$ cat src/core/nnop_consts.svh
`ifndef NNOP_CONSTS_SVH
`define NNOP_CONSTS_SVH

// ----------------------------------------
// Opcode bytes
// ----------------------------------------
`define NNOP_OP_NOP      8'h90
`define NNOP_OP_GRP3_B   8'hf6
`define NNOP_OP_GRP3_V   8'hf7
`define NNOP_OP_OR_RM_B  8'h08
`define NNOP_OP_OR_RM_V  8'h09
`define NNOP_OP_OR_R_B   8'h0a
`define NNOP_OP_OR_R_V   8'h0b
`define NNOP_OP_OR_A_B   8'h0c
`define NNOP_OP_OR_A_V   8'h0d
`define NNOP_OP_GRP1_B   8'h80
`define NNOP_OP_GRP1_V   8'h81
`define NNOP_OP_GRP1_SX  8'h83
`define NNOP_OP_OUT_I_B  8'he6
`define NNOP_OP_OUT_I_V  8'he7
`define NNOP_OP_OUT_D_B  8'hee
`define NNOP_OP_OUT_D_V  8'hef
`define NNOP_EXT_NOT     3'h2
`define NNOP_EXT_OR      3'h1
`define NNOP_CPL_USER    2'h3
`define NNOP_ERR_ZERO    32'h0000_0000

// ----------------------------------------
// Register offsets and bits
// ----------------------------------------
`define NNOP_REG_CTRL    8'h00
`define NNOP_REG_STATUS  8'h04
`define NNOP_REG_MASK    8'h08
`define NNOP_REG_RETIRED 8'h0c
`define NNOP_REG_FAULT   8'h10
`define NNOP_REG_IOADDR  8'h14
`define NNOP_CTRL_EN     0
`define NNOP_ST_RETIRE   0
`define NNOP_ST_FAULT    1
`define NNOP_ST_IOWR     2
`define NNOP_ST_UNCLAIM  3
`define NNOP_CTRL_RST    1'b1
`define NNOP_MASK_RST    4'h0

`endif

$ cat src/core/nnop_pkg.sv
package nnop_pkg;
  typedef enum logic [2:0] {OPC_NONE, OPC_NOP, OPC_NOT, OPC_OR, OPC_OUT} nnop_class_t;
  typedef enum logic [1:0] {W_BYTE, W_WORD, W_DWORD} nnop_width_t;
  typedef enum logic [2:0] {FLT_NONE, FLT_GP, FLT_SS, FLT_PF, FLT_AC} nnop_vec_t;

  typedef struct packed {
    logic        overflow_flag;
    logic        carry_flag;
    logic        sign_flag;
    logic        zero_flag;
    logic        parity_flag;
    logic        aux_carry_flag;
  } nnop_flags_t;

  typedef struct packed {
    logic [7:0]  opcode;
    logic [2:0]  ext;        // Modrm reg field
    logic        opsize32;
    logic        rm_is_mem;
    logic [31:0] rm_val;
    logic [31:0] reg_val;
    logic [31:0] acc_val;
    logic [31:0] imm;
    logic [15:0] data_count_register;
  } nnop_req_t;

  typedef struct packed {
    logic        protection_enable;
    logic        virtual8086_flag;
    logic [1:0]  current_privilege;
    logic [1:0]  io_privilege_level;
    logic        align_check_en;
  } nnop_mode_t;

  typedef struct packed {
    logic        seg_writable;
    logic        seg_null;
    logic        seg_limit_bad;
    logic        stack_limit_bad;
    logic        page_miss;
    logic [31:0] page_code;
    logic        unaligned;
    logic [3:0]  io_perm_bits;   // Bitmap bits for port..port+3
  } nnop_chk_t;

  typedef struct packed {
    logic        done;
    logic        claimed;
    logic        wb_valid;
    logic        wb_mem;
    logic [31:0] wb_data;
    nnop_width_t width;
    nnop_flags_t flags;
    nnop_flags_t flags_we;
  } nnop_res_t;

  typedef struct packed {
    logic        valid;
    nnop_vec_t   vector;
    logic        has_code;
    logic [31:0] code;
  } nnop_fault_t;

  typedef struct packed {
    logic        valid;
    logic [15:0] addr;
    logic [31:0] data;
    nnop_width_t width;
  } nnop_io_t;
endpackage

$ cat src/core/nnop_exec.sv
// Design decisions made here: the address map and strobed register access.
`timescale 1ns/1ps
`default_nettype none
`include "nnop_consts.svh"

// What this block does
// - Opcode 90 is single-byte no-operation
// - No-operation never faults, keeps flags
// - F6/F7 /2 invert destination, no flags
// - Inclusive-or writes dest; 0C/0D accumulator forms
// - Inclusive-or immediate, register, memory encodings
// - Or clears overflow/carry, sets sign/zero/parity
// - Port from imm8 or data count register
// - Port data is accumulator of port width
// - Immediate port address upper byte zero
// - Protected, low privilege: bitmap set faults
// - Virtual-8086 always checks bitmap bits
// - Real or privileged mode writes unchecked
// - Protected, non-V86: nonwritable memory destination faults, no write
// - Protected, non-V86: null data segment selector faults
// - Limit violations give stack or protection fault
// - Page fault and user alignment fault
// - Real mode: no codes, no page/alignment
module nnop_exec
  import nnop_pkg::*;
#(
  parameter int ADDR_W = 8
) (
  input  wire logic              clock,
  input  wire logic              reset,
  input  wire logic              issue_valid,
  input  wire nnop_req_t         issue_req,
  input  wire nnop_mode_t        mode,
  input  wire nnop_chk_t         chk,
  output nnop_res_t              result,
  output nnop_fault_t            fault,
  output nnop_io_t               io_write,
  input  wire logic [ADDR_W-1:0] reg_addr,
  input  wire logic [31:0]       reg_wdata,
  input  wire logic              reg_wr,
  input  wire logic              reg_rd,
  output logic [31:0]            reg_rdata,
  output logic                   irq
);

  // ----------------------------------------
  // Elaboration check
  // ----------------------------------------
  if (ADDR_W < 5) begin : g_bad_addr
    $error("ADDR_W too small for register map");
  end

  // ----------------------------------------
  // Helper functions
  // ----------------------------------------
  // Opcode plus extension to instruction class
  function automatic nnop_class_t decode(input logic [7:0] op, input logic [2:0] ext);
    unique case (op)
      `NNOP_OP_NOP: decode = OPC_NOP;
      `NNOP_OP_GRP3_B, `NNOP_OP_GRP3_V:
        decode = (ext == `NNOP_EXT_NOT) ? OPC_NOT : OPC_NONE;
      `NNOP_OP_GRP1_B, `NNOP_OP_GRP1_V, `NNOP_OP_GRP1_SX:
        decode = (ext == `NNOP_EXT_OR) ? OPC_OR : OPC_NONE;
      `NNOP_OP_OR_RM_B, `NNOP_OP_OR_RM_V, `NNOP_OP_OR_R_B, `NNOP_OP_OR_R_V,
      `NNOP_OP_OR_A_B, `NNOP_OP_OR_A_V: decode = OPC_OR;
      `NNOP_OP_OUT_I_B, `NNOP_OP_OUT_I_V, `NNOP_OP_OUT_D_B, `NNOP_OP_OUT_D_V:
        decode = OPC_OUT;
      default: decode = OPC_NONE;
    endcase
  endfunction

  // Data mask for an operand width
  function automatic logic [31:0] wmask(input nnop_width_t w);
    unique case (w)
      W_BYTE:  wmask = 32'h0000_00ff;
      W_WORD:  wmask = 32'h0000_ffff;
      default: wmask = 32'hffff_ffff;
    endcase
  endfunction

  // Sign bit of a value at a width
  function automatic logic msb(input logic [31:0] v, input nnop_width_t w);
    unique case (w)
      W_BYTE:  msb = v[7];
      W_WORD:  msb = v[15];
      default: msb = v[31];
    endcase
  endfunction

  // Bitmap bits covered by a port access
  function automatic logic [3:0] io_cover(input nnop_width_t w);
    unique case (w)
      W_BYTE:  io_cover = 4'h1;
      W_WORD:  io_cover = 4'h3;
      default: io_cover = 4'hf;
    endcase
  endfunction

  // ----------------------------------------
  // Decode and datapath
  // ----------------------------------------
  logic        ctrl_en;
  logic        accept;
  nnop_class_t cls;
  nnop_width_t w;
  logic [7:0]  op;
  logic        or_reg_dest;
  logic        or_acc;
  logic        uses_mem;
  logic        dest_mem;
  logic [31:0] or_dst;
  logic [31:0] or_src;
  logic [31:0] value;
  logic        pm;
  logic        io_check;
  logic        io_deny;
  nnop_fault_t next_fault;

  assign accept = issue_valid && ctrl_en;
  assign op     = issue_req.opcode;
  assign cls    = decode(op, issue_req.ext);
  assign w      = op[0] ? (issue_req.opsize32 ? W_DWORD : W_WORD) : W_BYTE;
  assign or_reg_dest = (op == `NNOP_OP_OR_R_B) || (op == `NNOP_OP_OR_R_V);
  assign or_acc      = (op == `NNOP_OP_OR_A_B) || (op == `NNOP_OP_OR_A_V);
  assign uses_mem = issue_req.rm_is_mem && ((cls == OPC_NOT) || (cls == OPC_OR)) && !or_acc;
  assign dest_mem = uses_mem && !or_reg_dest;
  assign pm       = mode.protection_enable;

  // Operand selection for the or forms
  always_comb begin
    or_dst = issue_req.rm_val;
    or_src = issue_req.reg_val;
    unique case (op)
      `NNOP_OP_OR_R_B, `NNOP_OP_OR_R_V: begin
        or_dst = issue_req.reg_val;
        or_src = issue_req.rm_val;
      end
      `NNOP_OP_OR_A_B, `NNOP_OP_OR_A_V: begin
        or_dst = issue_req.acc_val;
        or_src = issue_req.imm;
      end
      `NNOP_OP_GRP1_B, `NNOP_OP_GRP1_V: or_src = issue_req.imm;
      `NNOP_OP_GRP1_SX: or_src = {{24{issue_req.imm[7]}}, issue_req.imm[7:0]};
      default: or_src = issue_req.reg_val;
    endcase
  end

  // Result value per class
  always_comb begin
    unique case (cls)
      OPC_NOT: value = ~issue_req.rm_val & wmask(w);
      OPC_OR:  value = (or_dst | or_src) & wmask(w);
      OPC_OUT: value = issue_req.acc_val & wmask(w);
      default: value = 32'h0000_0000;
    endcase
  end

  assign io_check = pm && (mode.virtual8086_flag
                    || (mode.current_privilege > mode.io_privilege_level));
  assign io_deny  = io_check && |(chk.io_perm_bits & io_cover(w));

  // Fault selection in priority order
  always_comb begin
    next_fault = '0;
    next_fault.code = `NNOP_ERR_ZERO;
    if (cls == OPC_OUT) begin
      if (io_deny) begin
        next_fault.valid    = 1'b1;
        next_fault.vector   = FLT_GP;
        next_fault.has_code = 1'b1;
      end
    end else if (uses_mem) begin
      if (!pm) begin
        if (chk.seg_limit_bad) begin
          next_fault.valid  = 1'b1;
          next_fault.vector = FLT_GP;
        end else if (chk.stack_limit_bad) begin
          next_fault.valid  = 1'b1;
          next_fault.vector = FLT_SS;
        end
      end else begin
        next_fault.has_code = 1'b1;
        if ((dest_mem && !chk.seg_writable && !mode.virtual8086_flag)
            || (chk.seg_null && !mode.virtual8086_flag) || chk.seg_limit_bad) begin
          next_fault.valid  = 1'b1;
          next_fault.vector = FLT_GP;
        end else if (chk.stack_limit_bad) begin
          next_fault.valid  = 1'b1;
          next_fault.vector = FLT_SS;
        end else if (chk.page_miss) begin
          next_fault.valid  = 1'b1;
          next_fault.vector = FLT_PF;
          next_fault.code   = chk.page_code;
        end else if (mode.align_check_en && chk.unaligned && (mode.virtual8086_flag
                     || (mode.current_privilege == `NNOP_CPL_USER))) begin
          next_fault.valid  = 1'b1;
          next_fault.vector = FLT_AC;
        end
      end
      if (!next_fault.valid) begin
        next_fault.has_code = 1'b0;
      end
    end
  end

  // ----------------------------------------
  // Output stage
  // ----------------------------------------
  // Retire record, writeback and flags
  always_ff @(posedge clock or posedge reset) begin
    if (reset) begin
      result <= '0;
    end else begin
      result.done     <= accept;
      result.claimed  <= accept && (cls != OPC_NONE);
      result.wb_valid <= accept && !next_fault.valid && ((cls == OPC_NOT) || (cls == OPC_OR));
      result.wb_mem   <= dest_mem;
      result.wb_data  <= value;
      result.width    <= w;
      result.flags    <= '0;
      result.flags_we <= '0;
      if (accept && !next_fault.valid && (cls == OPC_OR)) begin
        result.flags.sign_flag   <= msb(value, w);
        result.flags.zero_flag   <= (value == 32'h0000_0000);
        result.flags.parity_flag <= ~^value[7:0];
        result.flags_we          <= 6'b111110;
      end
    end
  end

  // Fault report
  always_ff @(posedge clock or posedge reset) begin
    if (reset) begin
      fault <= '0;
    end else begin
      fault <= accept ? next_fault : '0;
    end
  end

  // Port write request
  always_ff @(posedge clock or posedge reset) begin
    if (reset) begin
      io_write <= '0;
    end else begin
      io_write.valid <= accept && (cls == OPC_OUT) && !io_deny;
      io_write.addr  <= op[3] ? issue_req.data_count_register : {8'h00, issue_req.imm[7:0]};
      io_write.data  <= value;
      io_write.width <= w;
    end
  end

  // ----------------------------------------
  // Registers and interrupt
  // ----------------------------------------
  logic [3:0]  status;
  logic [3:0]  irq_mask;
  logic [3:0]  events;
  logic [3:0]  next_status;
  logic [31:0] retired;
  logic [31:0] last_fault;
  logic [15:0] last_port;
  logic        rd_status;

  assign events[`NNOP_ST_RETIRE]  = accept && (cls != OPC_NONE) && !next_fault.valid;
  assign events[`NNOP_ST_FAULT]   = accept && next_fault.valid;
  assign events[`NNOP_ST_IOWR]    = accept && (cls == OPC_OUT) && !io_deny;
  assign events[`NNOP_ST_UNCLAIM] = accept && (cls == OPC_NONE);
  assign rd_status   = reg_rd && (reg_addr == ADDR_W'(`NNOP_REG_STATUS));
  // Set wins over read clear
  assign next_status = (rd_status ? 4'h0 : status) | events;

  // Control and mask writes
  always_ff @(posedge clock or posedge reset) begin
    if (reset) begin
      ctrl_en  <= `NNOP_CTRL_RST;
      irq_mask <= `NNOP_MASK_RST;
    end else if (reg_wr) begin
      if (reg_addr == ADDR_W'(`NNOP_REG_CTRL)) begin
        ctrl_en <= reg_wdata[`NNOP_CTRL_EN];
      end
      if (reg_addr == ADDR_W'(`NNOP_REG_MASK)) begin
        irq_mask <= reg_wdata[3:0];
      end
    end
  end

  // Sticky status and interrupt line
  always_ff @(posedge clock or posedge reset) begin
    if (reset) begin
      status <= 4'h0;
      irq    <= 1'b0;
    end else begin
      status <= next_status;
      irq    <= |(next_status & irq_mask);
    end
  end

  // Retire count and last fault capture
  always_ff @(posedge clock or posedge reset) begin
    if (reset) begin
      retired    <= 32'h0000_0000;
      last_fault <= 32'h0000_0000;
      last_port  <= 16'h0000;
    end else begin
      if (events[`NNOP_ST_RETIRE]) begin
        retired <= retired + 32'h0000_0001;
      end
      if (events[`NNOP_ST_FAULT]) begin
        last_fault <= {13'h0000, next_fault.vector, next_fault.code[15:0]};
      end
      if (events[`NNOP_ST_IOWR]) begin
        last_port <= op[3] ? issue_req.data_count_register : {8'h00, issue_req.imm[7:0]};
      end
    end
  end

  // Read data one cycle after strobe
  always_ff @(posedge clock or posedge reset) begin
    if (reset) begin
      reg_rdata <= 32'h0000_0000;
    end else if (reg_rd) begin
      unique case (reg_addr)
        ADDR_W'(`NNOP_REG_CTRL):    reg_rdata <= {31'h0, ctrl_en};
        ADDR_W'(`NNOP_REG_STATUS):  reg_rdata <= {28'h0, status};
        ADDR_W'(`NNOP_REG_MASK):    reg_rdata <= {28'h0, irq_mask};
        ADDR_W'(`NNOP_REG_RETIRED): reg_rdata <= retired;
        ADDR_W'(`NNOP_REG_FAULT):   reg_rdata <= last_fault;
        ADDR_W'(`NNOP_REG_IOADDR):  reg_rdata <= {16'h0, last_port};
        default:                    reg_rdata <= 32'h0000_0000;
      endcase
    end else begin
      reg_rdata <= 32'h0000_0000;
    end
  end

  // ----------------------------------------
  // Assertions
  // ----------------------------------------
  logic acc_nop;
  logic acc_not;
  logic acc_or;
  logic acc_outi;
  assign acc_nop  = accept && (cls == OPC_NOP);
  assign acc_not  = accept && (cls == OPC_NOT) && !next_fault.valid;
  assign acc_or   = accept && (cls == OPC_OR) && !next_fault.valid;
  assign acc_outi = accept && (cls == OPC_OUT) && !op[3];

  AST_NOP_QUIET: assert property (@(posedge clock) disable iff (reset)
    acc_nop |=> result.done && !fault.valid && !result.wb_valid
                && (result.flags_we == '0) && !io_write.valid)
    else $error("no-operation changed state");

  AST_NOT_INVERT: assert property (@(posedge clock) disable iff (reset)
    acc_not |=> result.wb_valid && (result.flags_we == '0)
                && (result.wb_data == (~$past(issue_req.rm_val) & wmask(result.width))))
    else $error("inverter result or flags wrong");

  AST_OR_FLAGS: assert property (@(posedge clock) disable iff (reset)
    acc_or |=> result.flags_we.overflow_flag && !result.flags.overflow_flag
               && !result.flags.carry_flag
               && (result.flags.zero_flag == (result.wb_data == 32'h0000_0000)))
    else $error("or flags wrong");

  AST_OR_SEXT: assert property (@(posedge clock) disable iff (reset)
    (acc_or && (op == `NNOP_OP_GRP1_SX) && issue_req.imm[7] && issue_req.opsize32)
    |=> (result.wb_data[31:8] == 24'hff_ffff))
    else $error("byte immediate not sign-extended");

  AST_OUT_IMM_ADDR: assert property (@(posedge clock) disable iff (reset)
    (acc_outi && !io_deny) |=> io_write.valid && (io_write.addr[15:8] == 8'h00))
    else $error("immediate port address high byte not zero");

  AST_V86_IO_DENY: assert property (@(posedge clock) disable iff (reset)
    (accept && (cls == OPC_OUT) && pm && mode.virtual8086_flag
     && |(chk.io_perm_bits & io_cover(w)))
    |=> fault.valid && (fault.vector == FLT_GP) && (fault.code == 32'h0) && !io_write.valid)
    else $error("virtual-8086 port write not refused");

  AST_REAL_IO_OK: assert property (@(posedge clock) disable iff (reset)
    (accept && (cls == OPC_OUT) && !pm) |=> io_write.valid && !fault.valid
                                        && (result.flags_we == '0))
    else $error("real mode port write blocked");

  AST_NONWRITE: assert property (@(posedge clock) disable iff (reset)
    (accept && dest_mem && pm && !mode.virtual8086_flag && !chk.seg_writable)
    |=> fault.valid && (fault.vector == FLT_GP) && fault.has_code && !result.wb_valid)
    else $error("nonwritable destination not faulted");

  AST_REAL_NOCODE: assert property (@(posedge clock) disable iff (reset)
    (accept && uses_mem && !pm) |=> !fault.has_code
        && (fault.vector != FLT_PF) && (fault.vector != FLT_AC))
    else $error("real mode fault carried a code");

  AST_STATUS_SET_WINS: assert property (@(posedge clock) disable iff (reset)
    (rd_status && events[`NNOP_ST_FAULT]) |=> status[`NNOP_ST_FAULT] ##1 1'b1)
    else $error("fault event lost on status clear");

endmodule

`default_nettype wire

$ cat config.mk
export PLATFORM = sky130hd
export DESIGN_NAME = nnop_exec
export DESIGN_NICKNAME = d
export VERILOG_FILES = /design/src/core/nnop_pkg.sv /design/src/core/nnop_exec.sv
export VERILOG_INCLUDE_DIRS = /design/src /design/src/core
export SDC_FILE = /design/constraint.sdc
export NUM_CORES = 1
export LEC_CHECK = 0
export ABC_CLOCK_PERIOD_IN_PS = 9550
export BUFFER_PORTS_ARGS = -buffer_cell sky130_fd_sc_hd__buf_2
export CORE_MARGIN = 3
export CORE_UTILIZATION = 40
export CTS_CLUSTER_DIAMETER = 100
export DETAILED_ROUTE_END_ITERATION = 6
export PLACE_DENSITY = 0.7
export SLEW_MARGIN = 20
export SYNTH_ARGS = -nofsm -noshare
export SYNTH_HDL_FRONTEND = slang
export SYNTH_SLANG_ARGS = --single-unit
export TNS_END_PERCENT = 5
$ cat constraint.sdc
create_clock -name clock -period 9.55 [get_ports clock]
set_input_delay 1.91 -clock clock [delete_from_list [all_inputs] [get_ports clock]]
set_output_delay 1.91 -clock clock [all_outputs]
set_load 0.005 [all_outputs]
After elaboration in Yosys (flattened, before gate mapping)
Index checks and enable logic that the tools add are counted.
- bits of input ports: 251
- flip-flop bits (word level): 210
- output and inout bits: 171
- magnitude comparators: 1
- add/sub/neg operators: 1
- mux-type cells: 39
- bitwise operators: 8
- reductions and logical operators: 51
- eq/ne operators: 28
- operators with widths (operator ; number):
    $mux W32 ; 8
    $pmux W32 S3 ; 2
    $pmux W32 S6 ; 1
    $pmux W32 S2 ; 2
    $and A32 B32 Y32 ; 3
    $eq A8 B8 Y1 const B ; 10
    $mux W37 ; 2
    $eq A8 B4 Y1 const B ; 8
    $mux W4 ; 10
    $mux W33 ; 1
    $add A32 B1 Y32 const B ; 1
    $logic_not A32 Y1 ; 1
    $not A32 Y32 ; 1
    $or A32 B32 Y32 ; 1
    $logic_and A1 B1 Y1 ; 21
    $eq A8 B5 Y1 const B ; 2
    $mux W16 ; 1
    $reduce_or A4 Y1 ; 4
    $pmux W3 S5 ; 1
    $mux W5 ; 2
    $eq A3 B2 Y1 const B ; 3
    $and A4 B4 Y4 ; 2
    $eq A8 B3 Y1 const B ; 1
    $logic_not A8 Y1 ; 1
    22 further kinds ; 39

Longest topological paths before layout
- depth in word-level cells: 24
- depth in mapped cells: 15
- mapped depth without buffers: 11

Worst setup path after synthesis
OpenSTA, ideal clock, no wires.
- kind: input port to flip-flop
- start: input issue_req[151] in the netlist's numbering
- end: register result[7] in the netlist's numbering
- slack: 4.596 ns
- required time: 9.449 ns
- library setup time: 0.101 ns
- cell stages on the path: 14
- data arrival time: 4.853 ns
- cell sequence: buf_4 > and4bb_2 > o31ai_1 > clkbuf_1 > clkbuf_1 > buf_2 > mux2_2 > a21oi_1 > o221ai_1 > nand2_1 > ha_1 > xor2_1 > xnor2_1 > nor4_1
- longest elaborated chain between the ends: 22
- elaborated cells between the ends (all ways): 55
- those cells by class: eq/ne: 19; mux: 11; bitwise: 2; reduce/logical: 23
- ends and longest elaborated chain (element ; RTL line ; source):
    start, declared ; nnop_exec.sv:32 ; input wire nnop_req_t issue_req,
    $eq A8 B4 Y1 (tied with other cells) ; nnop_exec.sv:58, nnop_exec.sv:133 ;
    $reduce_or A6 Y1 (tied with other cells) ; nnop_exec.sv:58 ; unique case (op)
    $pmux W3 S5 ; nnop_exec.sv:58 ;
    $eq A3 B2 Y1, on equally long branches ; nnop_exec.sv:125, nnop_exec.sv:150, nnop_exec.sv:222 ;
    $logic_or A1 B1 Y1 ; nnop_exec.sv:125 ; assign uses_mem = issue_req.rm_is_mem && ((cls == OPC_NOT) || (cls == OPC_OR)) && !or_acc;
    $logic_and A1 B1 Y1 (2 in series) ; nnop_exec.sv:125 ;
    $logic_and A1 B1 Y1 ; nnop_exec.sv:126 ; assign dest_mem = uses_mem && !or_reg_dest;
    $logic_and A1 B1 Y1 (2 in series) ; nnop_exec.sv:183 ; if ((dest_mem && !chk.seg_writable && !mode.virtual8086_flag)
    [... 3 more ...] ; n/a ;
    $mux W4 ; nnop_exec.sv:173 ; if (!pm) begin
    $mux W4 ; nnop_exec.sv:172 ; end else if (uses_mem) begin
    $mux W4 ; nnop_exec.sv:166 ; if (cls == OPC_OUT) begin
    $mux W37 ; nnop_exec.sv:172 ;
    $mux W5 ; nnop_exec.sv:166 ;
    $logic_not A1 Y1 ; n/a ;
    $logic_and A1 B1 Y1 (2 in series) ; nnop_exec.sv:222 ; if (accept && !next_fault.valid && (cls == OPC_OR)) begin
    $mux W3 * ; nnop_exec.sv:222 ;
    end, declared ; nnop_exec.sv:35 ; output nnop_res_t result,
Mark *: on every way between the ends. The rest lies on a longest branch, timed or not. The select of a mux whose other input is x is not followed.
A chain may end at the register's enable or synchronous reset.

Final worst setup path
- start: input issue_req[152] in the netlist's numbering
- end: register result[8] in the netlist's numbering
- elaborated cells between the ends (all ways): 55
- those cells by class: eq/ne: 19; mux: 11; bitwise: 2; reduce/logical: 23
- RTL lines (element ; RTL line ; source):
    $eq A8 B4 Y1 / $eq A8 B8 Y1 (equally long branches) ; nnop_exec.sv:58, nnop_exec.sv:133 ;
    $reduce_or A4 Y1 (no source line) / $reduce_or A2 Y1 (equally long branches) ; n/a ;
    $pmux W32 S3 / $pmux W32 S2 (equally long branches) ; nnop_exec.sv:133 ; unique case (op)
    $or A32 B32 Y32 ; nnop_exec.sv:152 ; OPC_OR: value = (or_dst | or_src) & wmask(w);
    $and A32 B32 Y32 ; nnop_exec.sv:152 ;
    $pmux W32 S3 * ; nnop_exec.sv:150 ; unique case (cls)
    net value[30] ; nnop_exec.sv:113 ; logic [31:0] value;
    $logic_not A32 Y1 * ; nnop_exec.sv:224 ; result.flags.zero_flag <= (value == 32'h0000_0000);
    $mux W3 * ; nnop_exec.sv:222 ;
The timed path passes the listed nets; every way through them passes the cells marked *. The select of a mux whose other input is x is not followed.

==> reports/metrics.cfg <==
[outcome]
status=finished clean

[placement]
post-dp-hpwl_um=26390
dp_slack_ns=3.941
place_area_um2=11740
placed_cells_incl_taps=1543
port_buffers=389
place_congestion=0.9623

[flow_run]
drv_cap=0

[power_and_ir_drop]
powerDensity_nw_per_um2=153.6
ir_worst_vdd_uv=107.7
p_leak_nw=6.952

[setup_path]
end_kind=flop
crit_chain=buf_2, and3b_1, nand2_2, a221o_1, a221o_1, a221oi_1, nor2_1, or4_1, nor4_2
crit_top_cell=a221o_1
crit_arrival_ns=5.56
cp_slowest_cell=or4_1
cp_top_family=simple AND/OR/NAND/NOR gates
required_ns=9.93
worstPathMaxFanout=32
worstSetupPathType=primary input to flop
cpPeakStageDelay_ns=0.66
path_buf_inv=1
cp-start-kind=primary input

[cells_and_area]
layout.cells.non_filler=1589
final_nets=1506
layout-area-overhead-vs-synth_pct=27.68
final_area_um2=12520
final_common_cell=buf_2
layout_common_cells=389 x buf_2, 204 x dfrtp_1, 86 x nand2_1
fillers=2209
drive_gt1_frac=0.4027

[cts]
htree_levels=1
post_cts_buffers=0
cts_tree=yes
cts_buffers=22
post_cts_resized=0
cts.sinks=205
clk_pin_slew_worst_paths_ns=0.06
clk_latency_ns=0.51
postCtsHoldBufs=0
cts_buffer_depth=3
root_buffer=clkbuf_16

[sta]
setup_viol=0
worstMarginPinSlew_ns=1.055
slew_headroom=0.2781
setup-tns-final_ns=0
hold_viol=0
period_minus_slack_ns=5.179
drv_slew=0
worst_slack_ns=4.371
fmax_mhz=193.1
rsz0062_at_grt=no
period_share=0.5423
fin_skew_ns=0.01201

[floorplanning]
io_pins=422
die_w_um=162.6
core_area_um2=23750
rows=56
die-area_um2=26440
initial_core_util=0.4130
die_h_um=162.6

[global_routing]
antenna_found_initial=6
grt_pass1_vias=8719
grt_first_pass_wirelength_um=51840
grt_max_degree=151
grt_use_total=0.2544
grt.overflow.total=0

[synth]
synth_edf_count=0
async_flop_share=1.000
ys_ff_latch=205
yosysSeqAreaShare=0.5231
synthCells=916
syn-cell-area_um2=9809
synth-main-ff-cell=dfrtp_1
ys.warnings.count=0
syn_avg_cell_area_um2=10.71
yosys.cell_types.count=79

[route]
avgViaCountPerCell=5.520
wire_per_inst_um=22.00
antenna_left=0
drcViolationCount=0
first_pass_iters=6
routed_wl_um=34960
vias=8772
drtIter0Drc=707

[worst_hold_path]
hp-class=flop to flop

[report_power, final]
group	switching [mW]	total, mW	internal [mW]
Clock	0.351	0.885	0.534
Combinational	0.0888	0.154	0.0651
Sequential	0.00587	0.885	0.879
Total	0.445	1.92	1.48
[metrics by stage]
step | hold slack (ns) | power, mW | util
after detailed placement | 0.4609 | 1.053 | 0.4944
after floorplan | 0.4377 | 0.9685 | -
after global placement | 0.4545 | 1.052 | 0.4944
after CTS | 0.4766 | 1.937 | 0.5266
after global routing | 0.4947 | 1.999 | 0.5272
final | 0.4710 | 1.924 | 0.5273
[registers in the layout, indices dropped and copies added, names as in the netlist]
name,flops
ctrl_en,1
fault,37
io_write,51
irq,1
irq_mask,4
last_fault,19
last_port,16
reg_rdata,32
result,8
retired,32
status,4
[cells by family (layout without fill, tap and decap cells)]
| logic type | Yosys count | count (layout) | synth area share |
|---|---|---|---|
| xor+xnor | 35 | 35 | 0.03125 |
| simple gates | 313 | 313 | 0.1791 |
| flops | 205 | 205 | 0.5231 |
| buf+inv | 120 | 465 | 0.06479 |
| mux | 43 | 43 | 0.04885 |
| other cells | 1 | 10 | 0.0003823 |
| compound gates | 192 | 192 | 0.1436 |
| fa+ha+maj | 7 | 7 | 0.008928 |
[synthesized netlist by cell type, drive strengths merged, types with 3 or more instances]
| cell type | count | area [um2] |
|---|---|---|
| dfrtp | 204 | 5105 |
| nand2 | 87 | 329.1 |
| and3 | 59 | 370.4 |
| buf | 57 | 399.1 |
| nor2 | 51 | 203.9 |
| a21oi | 39 | 195.2 |
| mux2 | 39 | 439.2 |
| clkbuf | 36 | 135.1 |
| inv | 27 | 101.4 |
| o21ai | 27 | 135.1 |
| a21o | 22 | 165.2 |
| xnor2 | 21 | 183.9 |
| nand3 | 19 | 95.09 |
| nor3 | 18 | 121.4 |
| a222oi | 16 | 160.2 |
| a22oi | 16 | 120.1 |
| and2 | 15 | 93.84 |
| nor4 | 15 | 136.4 |
| nand4 | 14 | 115.1 |
| o221ai | 14 | 122.6 |
| xor2 | 14 | 122.6 |
| a221oi | 11 | 108.9 |
| ha | 7 | 87.58 |
| o21a | 6 | 45.04 |
| a31oi | 5 | 31.28 |
| nor2b | 5 | 31.28 |
| a221o | 4 | 40.04 |
| a22o | 4 | 35.03 |
| and4 | 4 | 37.54 |
| mux2i | 4 | 40.04 |
| nand2b | 4 | 25.02 |
| nor3b | 4 | 41.29 |
| o211ai | 4 | 30.03 |
| o31ai | 4 | 35.03 |
| or4 | 4 | 30.03 |
| a211oi | 3 | 22.52 |
| o22ai | 3 | 18.77 |
| o41ai | 3 | 45.05 |
[path summary, 6_finish.rpt]
path | from | end | slack, ns | cells past startpoint
max in group asynchronous | reset | fault[30]$_DFF_PP0_ | 6.55 | 3
worst min-delay path | retired[31]$_DFFE_PP0P_ | retired[31]$_DFFE_PP0P_ | 0.47 | 1
worst min register to register | retired[31]$_DFFE_PP0P_ | retired[31]$_DFFE_PP0P_ | 0.47 | 1
worst max register to register | ctrl_en$_DFFE_PP1P_ | result[8]$_DFF_PP0_ | 5.35 | 7
worst max-delay path | issue_req[152] | result[8]$_DFF_PP0_ | 4.37 | 9
min in group asynchronous | reset | io_write[33]$_DFF_PP0_ | 1.57 | 2
[cell type report]
cell class	instances	area, um2	area share
clock buffer	32	658.1	0.05255
tap	319	399.1	0.03187
antenna	6	15.01	0.001199
timing repair buffer	398	2014	0.1608
clock inverter	8	107.6	0.008591
multi-input combinational	594	4090	0.3266
sequential	205	5131	0.4097
inverter	27	108.9	0.008691
[worst reg2reg max path, delay by kind of cell, from the launching register on]
family          cells  cell delay (ns)
buf+inv             1             0.75
flops               1             0.55
simple gates        5             2.22
compound gates      1             0.56
[per-layer routing]
layer  vias up  track usage  share of wire
met3        59      0.06612          0.094
met2       462       0.3994           0.46
met4         2      0.06767          0.022
li1       3959            -              -
met1      4290       0.3529           0.42
met5         -            0        0.00054
Note: power is estimated with default switching activity, not from simulation.
